$ cat src/verilog/enc_loss_pkg.sv
/*
 Constants, register map and carrier types for the encoder loss monitor.
 Assumes a single 200 MHz clock and an AHB-Lite register bus.
*/
package enc_loss_pkg;
   localparam int unsigned CLK_HZ       = 200_000_000;
   localparam int unsigned MS_UNIT_HZ   = 1000;
   localparam int unsigned CYC_PER_MS   = CLK_HZ / MS_UNIT_HZ;
   localparam int unsigned HF_DELAY_MS  = 40;
   localparam int unsigned SAMPLE_MS    = 10;
   // Frequency in 0.01 Hz per counted A edge in one sampling period
   localparam logic [31:0] FREQ_SCALE   = 32'(100_000 / SAMPLE_MS);
   localparam logic [15:0] THRESH_RST   = 16'h03E8;
   localparam logic [15:0] DELAY_RST    = 16'h000A;
   localparam logic        SEL_RST      = 1'b0;
   localparam logic [7:0]  CTRL_OFS     = 8'h00;
   localparam logic [7:0]  THRESH_OFS   = 8'h04;
   localparam logic [7:0]  DELAY_OFS    = 8'h08;
   localparam logic [7:0]  FREQ_OFS     = 8'h0C;
   localparam logic [7:0]  LIVE_OFS     = 8'h10;
   localparam logic [7:0]  INT_STAT_OFS = 8'h14;
   localparam logic [7:0]  INT_MASK_OFS = 8'h18;
   localparam int unsigned INT_HF       = 0;
   localparam int unsigned INT_LF       = 1;
   localparam int unsigned INT_REACT    = 2;
   localparam int unsigned INT_W        = 3;

   typedef struct packed {
      logic        reaction_sel;
      logic [15:0] threshold;
      logic [15:0] delay_ms;
   } cfg_t;

   typedef struct packed {
      logic encoder_loss_fault;
      logic coast_trip_stop;
      logic encoder_loss_warning;
      logic sensorless_vector_fallback;
   } reaction_t;

   typedef enum logic [1:0] {
      MON_IDLE  = 2'b00,
      MON_WAIT  = 2'b01,
      MON_REACT = 2'b10
   } mon_state_t;
endpackage

$ cat src/verilog/speed_encoder_loss_monitor.sv
/*
 Speed encoder input stage with encoder signal loss supervision and an
 AHB-Lite register slave. Assumes encoder pins are asynchronous, and that
 torque limit and setpoint flags come from logic on ref_clk.
*/
// Implementation choices: register access over AHB-Lite and the register addresses.
// How it works
// Direction sensed only with both tracks
// Three non-inverting inputs A, B, Z
// Select 0 trips by coasting, 1 warns, sensorless
// One threshold for both loss checks
// High loss: frequency and step exceed threshold
// High loss needs 40 ms persistence
// Low loss when either condition set holds
// Set one: slow, zero speed, limit, setpoint
// Set two: slow, latest slow, track B fault
// Reaction waits the configured loss delay
// Zero threshold disables all loss monitoring
// Zero delay disables only low loss
// Frequency per sample period, previous kept
`timescale 1ns/100ps
module speed_encoder_loss_monitor
   import enc_loss_pkg::*;
#(
   parameter int unsigned CYC_MS = CYC_PER_MS
) (
   input  wire logic        ref_clk,
   input  wire logic        reset_n,
   input  wire logic        enc_a,
   input  wire logic        enc_b,
   input  wire logic        enc_z,
   input  wire logic        torque_at_limit,
   input  wire logic        setpoint_positive,
   input  wire logic        hsel,
   input  wire logic [31:0] haddr,
   input  wire logic [1:0]  htrans,
   input  wire logic        hwrite,
   input  wire logic [2:0]  hsize,
   input  wire logic [31:0] hwdata,
   input  wire logic        hready,
   output logic             hreadyout,
   output logic             hresp,
   output logic [31:0]      hrdata,
   output logic             encoder_loss_fault,
   output logic             coast_trip_stop,
   output logic             encoder_loss_warning,
   output logic             sensorless_vector_fallback,
   output logic             irq
);
   logic [2:0]  a_s_reg, b_s_reg, z_s_reg;
   logic        a_lvl_reg, b_lvl_reg, z_seen_reg, dir_reg;
   logic        a_lvl_next, b_lvl_next, z_seen_next, dir_next, a_rise, b_rise;
   logic [31:0] ms_cnt_reg, ms_cnt_next;
   logic [15:0] smp_ms_reg, smp_ms_next, a_cnt_reg, a_cnt_next, b_cnt_reg, b_cnt_next;
   logic        ms_tick, smp_tick;
   logic [31:0] cur_f_reg, cur_f_next, prev_f_reg, prev_f_next, f_act, f_diff, thr32;
   logic        b_bad_reg, b_bad_next, zero_reg, zero_next, b_ok_reg, b_ok_next;
   logic [15:0] hf_ms_reg, hf_ms_next, zs_ms_reg, zs_ms_next, wait_ms_reg, wait_ms_next;
   logic        hf_cond, hf_loss, lf_case1, lf_case2, lf_loss, loss;
   logic        hf_loss_d_reg, lf_loss_d_reg;
   mon_state_t  state_reg, state_next;
   reaction_t   react_reg, react_next;
   cfg_t        cfg_reg, cfg_next;
   logic [INT_W-1:0] stat_reg, stat_next, mask_reg, mask_next, ev;
   logic        wr_pend_reg, wr_pend_next;
   logic [7:0]  wr_ofs_reg, wr_ofs_next;
   logic [31:0] hrdata_next;
   logic        ack_wr, acc;

   // Encoder pins: three stages, a change counts once stages two and three agree
   always_comb begin
      a_lvl_next  = (a_s_reg[1] == a_s_reg[2]) ? a_s_reg[2] : a_lvl_reg;
      b_lvl_next  = (b_s_reg[1] == b_s_reg[2]) ? b_s_reg[2] : b_lvl_reg;
      a_rise      = a_lvl_next & ~a_lvl_reg;
      b_rise      = b_lvl_next & ~b_lvl_reg;
      // A new index pulse wins over an acknowledge in the same cycle
      z_seen_next = (z_seen_reg & ~ack_wr) | ((z_s_reg[1] == z_s_reg[2]) & z_s_reg[2]);
      // B level at an A rise gives the sense of rotation
      dir_next    = (a_rise & b_ok_reg) ? ~b_lvl_reg : dir_reg;
   end

   always_ff @(posedge ref_clk or negedge reset_n) begin
      if (!reset_n) begin
         a_s_reg    <= 3'h0;
         b_s_reg    <= 3'h0;
         z_s_reg    <= 3'h0;
         a_lvl_reg  <= 1'b0;
         b_lvl_reg  <= 1'b0;
         z_seen_reg <= 1'b0;
         dir_reg    <= 1'b0;
      end else begin
         a_s_reg    <= {a_s_reg[1:0], enc_a};
         b_s_reg    <= {b_s_reg[1:0], enc_b};
         z_s_reg    <= {z_s_reg[1:0], enc_z};
         a_lvl_reg  <= a_lvl_next;
         b_lvl_reg  <= b_lvl_next;
         z_seen_reg <= z_seen_next;
         dir_reg    <= dir_next;
      end
   end

   // Millisecond enable, sampling period and edge counting
   always_comb begin
      ms_tick     = (ms_cnt_reg == 32'(CYC_MS - 1));
      ms_cnt_next = ms_tick ? 32'h0 : ms_cnt_reg + 32'h1;
      smp_tick    = ms_tick && (smp_ms_reg == 16'(SAMPLE_MS - 1));
      smp_ms_next = smp_tick ? 16'h0 : (ms_tick ? smp_ms_reg + 16'h1 : smp_ms_reg);
      a_cnt_next  = smp_tick ? 16'h0 : a_cnt_reg + 16'({15'h0, a_rise & ~&a_cnt_reg});
      b_cnt_next  = smp_tick ? 16'h0 : b_cnt_reg + 16'({15'h0, b_rise & ~&b_cnt_reg});
      cur_f_next  = smp_tick ? 32'(a_cnt_reg) * FREQ_SCALE : cur_f_reg;
      prev_f_next = smp_tick ? cur_f_reg : prev_f_reg;
      b_bad_next  = smp_tick ? (a_cnt_reg >= 16'h0002 && b_cnt_reg == 16'h0000) : b_bad_reg;
      b_ok_next   = smp_tick ? (b_cnt_reg != 16'h0000) : b_ok_reg;
      zero_next   = smp_tick ? (a_cnt_reg == 16'h0000) : zero_reg;
   end

   always_ff @(posedge ref_clk or negedge reset_n) begin
      if (!reset_n) begin
         ms_cnt_reg <= 32'h0;
         smp_ms_reg <= 16'h0;
         a_cnt_reg  <= 16'h0;
         b_cnt_reg  <= 16'h0;
         cur_f_reg  <= 32'h0;
         prev_f_reg <= 32'h0;
         b_bad_reg  <= 1'b0;
         b_ok_reg   <= 1'b0;
         zero_reg   <= 1'b1;
      end else begin
         ms_cnt_reg <= ms_cnt_next;
         smp_ms_reg <= smp_ms_next;
         a_cnt_reg  <= a_cnt_next;
         b_cnt_reg  <= b_cnt_next;
         cur_f_reg  <= cur_f_next;
         prev_f_reg <= prev_f_next;
         b_bad_reg  <= b_bad_next;
         b_ok_reg   <= b_ok_next;
         zero_reg   <= zero_next;
      end
   end

   // Loss detection and reaction sequence
   always_comb begin
      thr32   = {16'h0, cfg_reg.threshold};
      // Actual frequency smooths the last two samples; the latest stands alone
      f_act   = 32'(({1'b0, cur_f_reg} + {1'b0, prev_f_reg}) >> 1);
      f_diff  = (cur_f_reg > prev_f_reg) ? cur_f_reg - prev_f_reg : prev_f_reg - cur_f_reg;
      hf_cond = (thr32 != 32'h0) && (f_act > thr32) && (f_diff > thr32);
      hf_ms_next = !hf_cond ? 16'h0 :
                   ((ms_tick && hf_ms_reg < 16'(HF_DELAY_MS)) ? hf_ms_reg + 16'h1 : hf_ms_reg);
      hf_loss = (hf_ms_reg >= 16'(HF_DELAY_MS));
      zs_ms_next = !(zero_reg && setpoint_positive) ? 16'h0 :
                   ((ms_tick && ~&zs_ms_reg) ? zs_ms_reg + 16'h1 : zs_ms_reg);
      lf_case1 = (f_act < thr32) && zero_reg && torque_at_limit
                 && (zs_ms_reg > cfg_reg.delay_ms);
      lf_case2 = (f_act < thr32) && (cur_f_reg < thr32) && b_bad_reg;
      lf_loss  = (cfg_reg.threshold != 16'h0) && (cfg_reg.delay_ms != 16'h0)
                 && (lf_case1 || lf_case2);
      loss = hf_loss | lf_loss;
      state_next   = state_reg;
      wait_ms_next = wait_ms_reg;
      react_next   = react_reg;
      case (state_reg)
         MON_IDLE: begin
            wait_ms_next = 16'h0;
            if (loss) begin
               state_next = MON_WAIT;
            end
         end
         MON_WAIT: begin
            if (!loss) begin
               state_next = MON_IDLE;
            end else if (wait_ms_reg >= cfg_reg.delay_ms) begin
               state_next = MON_REACT;
               react_next.encoder_loss_fault         = ~cfg_reg.reaction_sel;
               react_next.coast_trip_stop            = ~cfg_reg.reaction_sel;
               react_next.encoder_loss_warning       = cfg_reg.reaction_sel;
               react_next.sensorless_vector_fallback = cfg_reg.reaction_sel;
            end else if (ms_tick) begin
               wait_ms_next = wait_ms_reg + 16'h1;
            end
         end
         MON_REACT: begin
            // Held until software acknowledges; a trip must not self-clear
            if (ack_wr) begin
               state_next = MON_IDLE;
               react_next = '0;
            end
         end
         default: begin
            state_next = MON_IDLE;
            react_next = '0;
         end
      endcase
   end

   always_ff @(posedge ref_clk or negedge reset_n) begin
      if (!reset_n) begin
         hf_ms_reg     <= 16'h0;
         zs_ms_reg     <= 16'h0;
         wait_ms_reg   <= 16'h0;
         state_reg     <= MON_IDLE;
         react_reg     <= '0;
         hf_loss_d_reg <= 1'b0;
         lf_loss_d_reg <= 1'b0;
      end else begin
         hf_ms_reg     <= hf_ms_next;
         zs_ms_reg     <= zs_ms_next;
         wait_ms_reg   <= wait_ms_next;
         state_reg     <= state_next;
         react_reg     <= react_next;
         hf_loss_d_reg <= hf_loss;
         lf_loss_d_reg <= lf_loss;
      end
   end

   assign encoder_loss_fault         = react_reg.encoder_loss_fault;
   assign coast_trip_stop            = react_reg.coast_trip_stop;
   assign encoder_loss_warning       = react_reg.encoder_loss_warning;
   assign sensorless_vector_fallback = react_reg.sensorless_vector_fallback;

   // AHB-Lite slave, zero wait states; reads are captured in the address phase
   function automatic logic [31:0] rd_mux(input logic [7:0] ofs);
      case (ofs)
         CTRL_OFS:     rd_mux = {31'h0, cfg_reg.reaction_sel};
         THRESH_OFS:   rd_mux = {16'h0, cfg_reg.threshold};
         DELAY_OFS:    rd_mux = {16'h0, cfg_reg.delay_ms};
         FREQ_OFS:     rd_mux = f_act;
         LIVE_OFS:     rd_mux = {24'h0, b_ok_reg, z_seen_reg, dir_reg, zero_reg,
                                 hf_loss, lf_loss, state_reg};
         INT_STAT_OFS: rd_mux = {29'h0, stat_reg};
         INT_MASK_OFS: rd_mux = {29'h0, mask_reg};
         default:      rd_mux = 32'h0;
      endcase
   endfunction

   always_comb begin
      acc          = hsel && htrans[1] && hready;
      wr_pend_next = acc && hwrite;
      wr_ofs_next  = acc ? {haddr[7:2], 2'b00} : wr_ofs_reg;
      hrdata_next  = (acc && !hwrite) ? rd_mux({haddr[7:2], 2'b00}) : hrdata;
      ack_wr       = wr_pend_reg && (wr_ofs_reg == CTRL_OFS) && hwdata[1];
      cfg_next     = cfg_reg;
      mask_next    = mask_reg;
      if (wr_pend_reg && wr_ofs_reg == CTRL_OFS) begin
         cfg_next.reaction_sel = hwdata[0];
      end
      if (wr_pend_reg && wr_ofs_reg == THRESH_OFS) begin
         cfg_next.threshold = hwdata[15:0];
      end
      if (wr_pend_reg && wr_ofs_reg == DELAY_OFS) begin
         cfg_next.delay_ms = hwdata[15:0];
      end
      if (wr_pend_reg && wr_ofs_reg == INT_MASK_OFS) begin
         mask_next = hwdata[INT_W-1:0];
      end
      ev = '0;
      ev[INT_HF]    = hf_loss & ~hf_loss_d_reg;
      ev[INT_LF]    = lf_loss & ~lf_loss_d_reg;
      ev[INT_REACT] = (state_next == MON_REACT) && (state_reg != MON_REACT);
      stat_next = stat_reg;
      if (wr_pend_reg && wr_ofs_reg == INT_STAT_OFS) begin
         stat_next = stat_reg & ~hwdata[INT_W-1:0];
      end
      // New events win over a clear in the same cycle
      stat_next = stat_next | ev;
   end

   always_ff @(posedge ref_clk or negedge reset_n) begin
      if (!reset_n) begin
         wr_pend_reg <= 1'b0;
         wr_ofs_reg  <= 8'h00;
         hrdata      <= 32'h0;
         cfg_reg     <= '{reaction_sel: SEL_RST, threshold: THRESH_RST, delay_ms: DELAY_RST};
         stat_reg    <= '0;
         mask_reg    <= '0;
      end else begin
         wr_pend_reg <= wr_pend_next;
         wr_ofs_reg  <= wr_ofs_next;
         hrdata      <= hrdata_next;
         cfg_reg     <= cfg_next;
         stat_reg    <= stat_next;
         mask_reg    <= mask_next;
      end
   end

   assign hreadyout = 1'b1;
   assign hresp     = 1'b0;
   assign irq       = |(stat_reg & mask_reg);

   a_hf_persist: assert property (@(posedge ref_clk) disable iff (!reset_n)
      $rose(hf_loss) |-> $past(hf_cond) && hf_ms_reg == 16'(HF_DELAY_MS))
      else $error("high loss without 40 ms persistence");
   a_hf_reset: assert property (@(posedge ref_clk) disable iff (!reset_n)
      !hf_cond |=> hf_ms_reg == 16'h0 && !hf_loss)
      else $error("high loss timer kept without condition");
   a_thr_off: assert property (@(posedge ref_clk) disable iff (!reset_n)
      cfg_reg.threshold == 16'h0 |-> !hf_cond && !lf_loss)
      else $error("monitoring active with zero threshold");
   a_delay_off: assert property (@(posedge ref_clk) disable iff (!reset_n)
      cfg_reg.delay_ms == 16'h0 |-> !lf_loss)
      else $error("low loss active with zero delay");
   a_react_wait: assert property (@(posedge ref_clk) disable iff (!reset_n)
      $rose(state_reg == MON_REACT) |-> $past(wait_ms_reg) >= cfg_reg.delay_ms)
      else $error("reaction before loss delay");
   a_coast_sel: assert property (@(posedge ref_clk) disable iff (!reset_n)
      $rose(coast_trip_stop) |-> $past(cfg_reg.reaction_sel) == 1'b0 && encoder_loss_fault
      && !sensorless_vector_fallback)
      else $error("trip reaction with wrong select");
   a_sensorless_vector_fallback_sel: assert property (@(posedge ref_clk) disable iff (!reset_n)
      $rose(sensorless_vector_fallback) |-> $past(cfg_reg.reaction_sel) && encoder_loss_warning)
      else $error("fallback reaction with wrong select");
   a_case1_time: assert property (@(posedge ref_clk) disable iff (!reset_n)
      lf_case1 |-> zero_reg && torque_at_limit && zs_ms_reg > cfg_reg.delay_ms)
      else $error("case one without long zero speed");
   a_case2_trk: assert property (@(posedge ref_clk) disable iff (!reset_n)
      lf_case2 |-> b_bad_reg && cur_f_reg < thr32)
      else $error("case two without track fault");
   a_sample_prev: assert property (@(posedge ref_clk) disable iff (!reset_n)
      smp_tick |=> prev_f_reg == $past(cur_f_reg) && cur_f_reg == 32'($past(a_cnt_reg))
      * FREQ_SCALE)
      else $error("sample not shifted to previous");
   a_dir_sense: assert property (@(posedge ref_clk) disable iff (!reset_n)
      (a_rise && !b_ok_reg) |=> dir_reg == $past(dir_reg))
      else $error("direction changed without track B");
endmodule // speed_encoder_loss_monitor

$ cat config.mk
export PLATFORM = sky130hd
export DESIGN_NAME = speed_encoder_loss_monitor
export DESIGN_NICKNAME = d
export VERILOG_FILES = /design/src/verilog/enc_loss_pkg.sv /design/src/verilog/speed_encoder_loss_monitor.sv
export SDC_FILE = /design/constraint.sdc
export NUM_CORES = 1
export LEC_CHECK = 0
export ABC_AREA = 1
export BUFFER_PORTS_ARGS = -buffer_cell sky130_fd_sc_hd__buf_2
export CORE_MARGIN = 1
export CORE_UTILIZATION = 35
export CTS_CLUSTER_DIAMETER = 40
export DETAILED_ROUTE_END_ITERATION = 10
export PLACE_DENSITY_LB_ADDON = 0.25
export RECOVER_POWER = 25
export SYNTH_ARGS = -nofsm -noshare
export SYNTH_HDL_FRONTEND = slang
export SYNTH_SLANG_ARGS = --single-unit
$ cat constraint.sdc
create_clock -name ref_clk -period 6.65 [get_ports ref_clk]
set_input_delay 1.33 -clock ref_clk [delete_from_list [all_inputs] [get_ports ref_clk]]
set_output_delay 1.33 -clock ref_clk [all_outputs]
set_load 0.05 [all_outputs]
==> qor.yml <==
clocking:
  cts.sinks: 278
  cts_hold_buf: 0
  clock_latency_ps: 600
  cts_buffer_depth: 3
  cts_setup_buffers: 0
  htreeDepth: 2
  cts_buffers: 53
  cts.clk_slew.worst_paths_ps: 50
  cts_tree: "done"
  cts_resized: 0
  root_buffer: "clkbuf_16"
setup_path:
  criticalPathCategory: "reg -> reg"
  end_kind: "register"
  crit_arrival_ps: 5550
  cp-start-kind: "register"
  worstPathRequired_ps: 7100
  critPathMaxFanout: 7
  r2r_start: "a_cnt_reg[5]"
  critPathLaunch: "a_cnt_reg[5]"
route:
  viasPerCell: 4.85
  wl_mm: 64.3
  wire_per_inst_um: 15.3
  drtIter0Drc: 1414
  vias: 20400
  ant_nets: 0
  drc: 0
  first_pass_iters: 6
floorplan:
  dieArea_um2: 67000
  die_x_um: 259
  initial_core_util_pct: 35.6
  coreArea_um2: 64800
  pin_count: 118
  fp.dieH_um: 259
  rows: 93
hold_path:
  hp-start: "z_s_reg[0]"
  hold_path.class: "reg -> reg"
layout:
  largest_reg_flops: 33
  final_common_cell: "nand2_1"
  layout_common_cells: "nand2_1 (859), inv_1 (583), dfrtp_1 (269), ha_1 (254), nor2_1 (248)"
  diodes: 0
  areaGrowthSynthToFinish_pct: 13.3
  layout.nets: 3672
  drive_above_1_share_pct: 7.09
  fin_util_pct: 40.4
synth:
  synth_top_flop_cell: "dfrtp_1"
  netlist_instances: 3234
  synthArstFlopShare_pct: 100
  yosysWarnings: 0
  synth-edff-count: 0
  synth_area_um2: 23100
  syn_area_per_cell_um2: 7.14
  ys_ff_latch: 278
  ys_types: 60
  ys_seq_area_share_pct: 30.2
timing:
  setup_viol: 0
  rsz0062_at_grt: "no"
  max_freq_ghz: 0.196
  fin_skew_ps: 17.8
  maxSlewViolCount: 0
  period_share_pct: 76.7
  finalCriticalPeriod_ps: 5100
  fin_tns_setup_ps: 0
  hold_violations: 0
  worstMarginPinSlew_ps: 961
  slew_headroom_pct: 35.8
place:
  hpwl_mm: 50.7
  io_buffer_count: 67
  gp_congestion: 0.943
global_route:
  gr-total-overflow: 0
  grt_pass1_wl_mm: 105
  use_met1_pct: 27.0
  grt.busiest_layer: "met2"
  grt_usage_pct: 19.4
  grtUsageMet3_pct: 2.65
  grt_pass1_vias: 20000
  grt_max_degree: 127
  grtUsageMet2_pct: 31.4
  antenna_found_initial: 0
flow_run:
  drv_cap: 0
power_and_ir_drop:
  clkPwrFrac_pct: 46.0
  p_int_w: 0.00432
  p_sw_w: 0.00210
  powerDensity_nw_per_um2: 245
  p_leak_nw: 14.5
  switching_share_pct: 32.7
  comb_power_share_pct: 24.4
  worst_ir_drop_vdd_v: 0.000257
  pwr-share-seq_pct: 29.6
status:
  status: "complete, no violations"
==> logic make-up after synthesis <==
group,Yosys count,share of synthesized area (%)
compound gates,438,10.6
xor+xnor,89,3.38
fa+ha+maj,294,17.1
buf+inv,653,11.3
flops,278,30.2
mux,4,0.190
other cells,2,0.0325
simple gates,1476,27.1
==> through the flow <==
| step | setup slack (ps) | power, W | cell area [µm²] | cells | hold slack (ps) |
|---|---|---|---|---|---|
| after detailed placement | 1600 | 0.00349 | 24200 | 4101 | 335 |
| after global placement | 1580 | 0.00348 | 24200 | 4101 | 333 |
| after global routing | 1130 | 0.00685 | 26200 | 4200 | 355 |
| after floorplan | 2120 | 0.00308 | 23100 | 3236 | 331 |
| after CTS | 1560 | 0.00651 | 26200 | 4200 | 347 |
| final | 1550 | 0.00642 | 26200 | 4200 | 344 |
==> final timing paths <==
path | end | slack, ps | cells after the start
hold / removal | z_s_reg[1] | 340 | 0
hold reg to reg | z_s_reg[1] | 340 | 0
max in group asynchronous | cfg_reg[27] | 4700 | 2
setup reg to reg | cur_f_reg[24] | 1550 | 21
min in group asynchronous | ms_cnt_reg[17] | 780 | 1
setup / recovery | cur_f_reg[24] | 1550 | 21
==> worst max-delay path, cell delays in order, from the launching register on <==
cell,delay (ps)
dfrtp_1,580
inv_1,220
fa_1,560
inv_1,40
ha_1,290
fa_1,480
ha_1,290
inv_1,50
fa_1,490
inv_1,40
ha_1,340
a21oi_1,210
o21ai_0,160
nand2_1,90
o211ai_1,80
a31oi_1,260
inv_1,70
a21oi_1,180
o21bai_1,100
or2_2,280
nand3_1,70
o21ai_0,80
==> cell usage after synthesis (5+ instances only) <==
| library cell | instances | area, µm² |
|---|---|---|
| a211oi_1 | 6 | 45.0 |
| a21o_1 | 9 | 67.6 |
| a21oi_1 | 157 | 786 |
| a22o_1 | 5 | 43.8 |
| a31oi_1 | 6 | 37.5 |
| buf_2 | 5 | 25.0 |
| buf_4 | 17 | 128 |
| buf_6 | 8 | 90.1 |
| clkbuf_1 | 32 | 120 |
| dfrtp_1 | 269 | 6730 |
| dfstp_2 | 9 | 236 |
| fa_1 | 38 | 761 |
| ha_1 | 254 | 3180 |
| inv_1 | 583 | 2190 |
| nand2_1 | 860 | 3230 |
| nand2_2 | 10 | 62.6 |
| nand3_1 | 147 | 736 |
| nand4_1 | 59 | 369 |
| nor2_1 | 248 | 931 |
| nor2_2 | 18 | 113 |
| nor3_1 | 68 | 340 |
| nor4_1 | 34 | 213 |
| o211ai_1 | 10 | 75.1 |
| o21a_1 | 8 | 60.1 |
| o21ai_0 | 184 | 921 |
| o21bai_1 | 16 | 120 |
| o221ai_1 | 9 | 78.8 |
| o22ai_1 | 7 | 43.8 |
| or2_2 | 8 | 50.1 |
| xnor2_1 | 21 | 184 |
| xor2_1 | 68 | 596 |
==> cell type report <==
cell class	count	area (µm²)
Sequential cell	278	6970
Inverter	588	2210
Fill cell	6825	38700
Clock buffer	59	1400
Multi-Input combinational cell	2305	13500
Clock inverter	40	579
Timing Repair Buffer	75	418
Tap cell	855	1070
==> power groups by stage <==
stage	Clock (W)	Sequential, W	Combinational [W]
2_1_floorplan	0	0.00191	0.00117
3_3_place_gp	0	0.00192	0.00156
3_5_place_dp	0	0.00193	0.00156
4_1_cts	0.00303	0.00190	0.00159
5_1_grt	0.00310	0.00191	0.00184
6_report	0.00295	0.00190	0.00156
==> metal layers <==
metal | up-vias | part of all wire (%)
met5 | - | 0
met4 | 0 | 2.3
met3 | 83 | 4.8
met2 | 432 | 44
met1 | 9399 | 49
li1 | 10400 | -
Power figures use the tool's default switching activity.
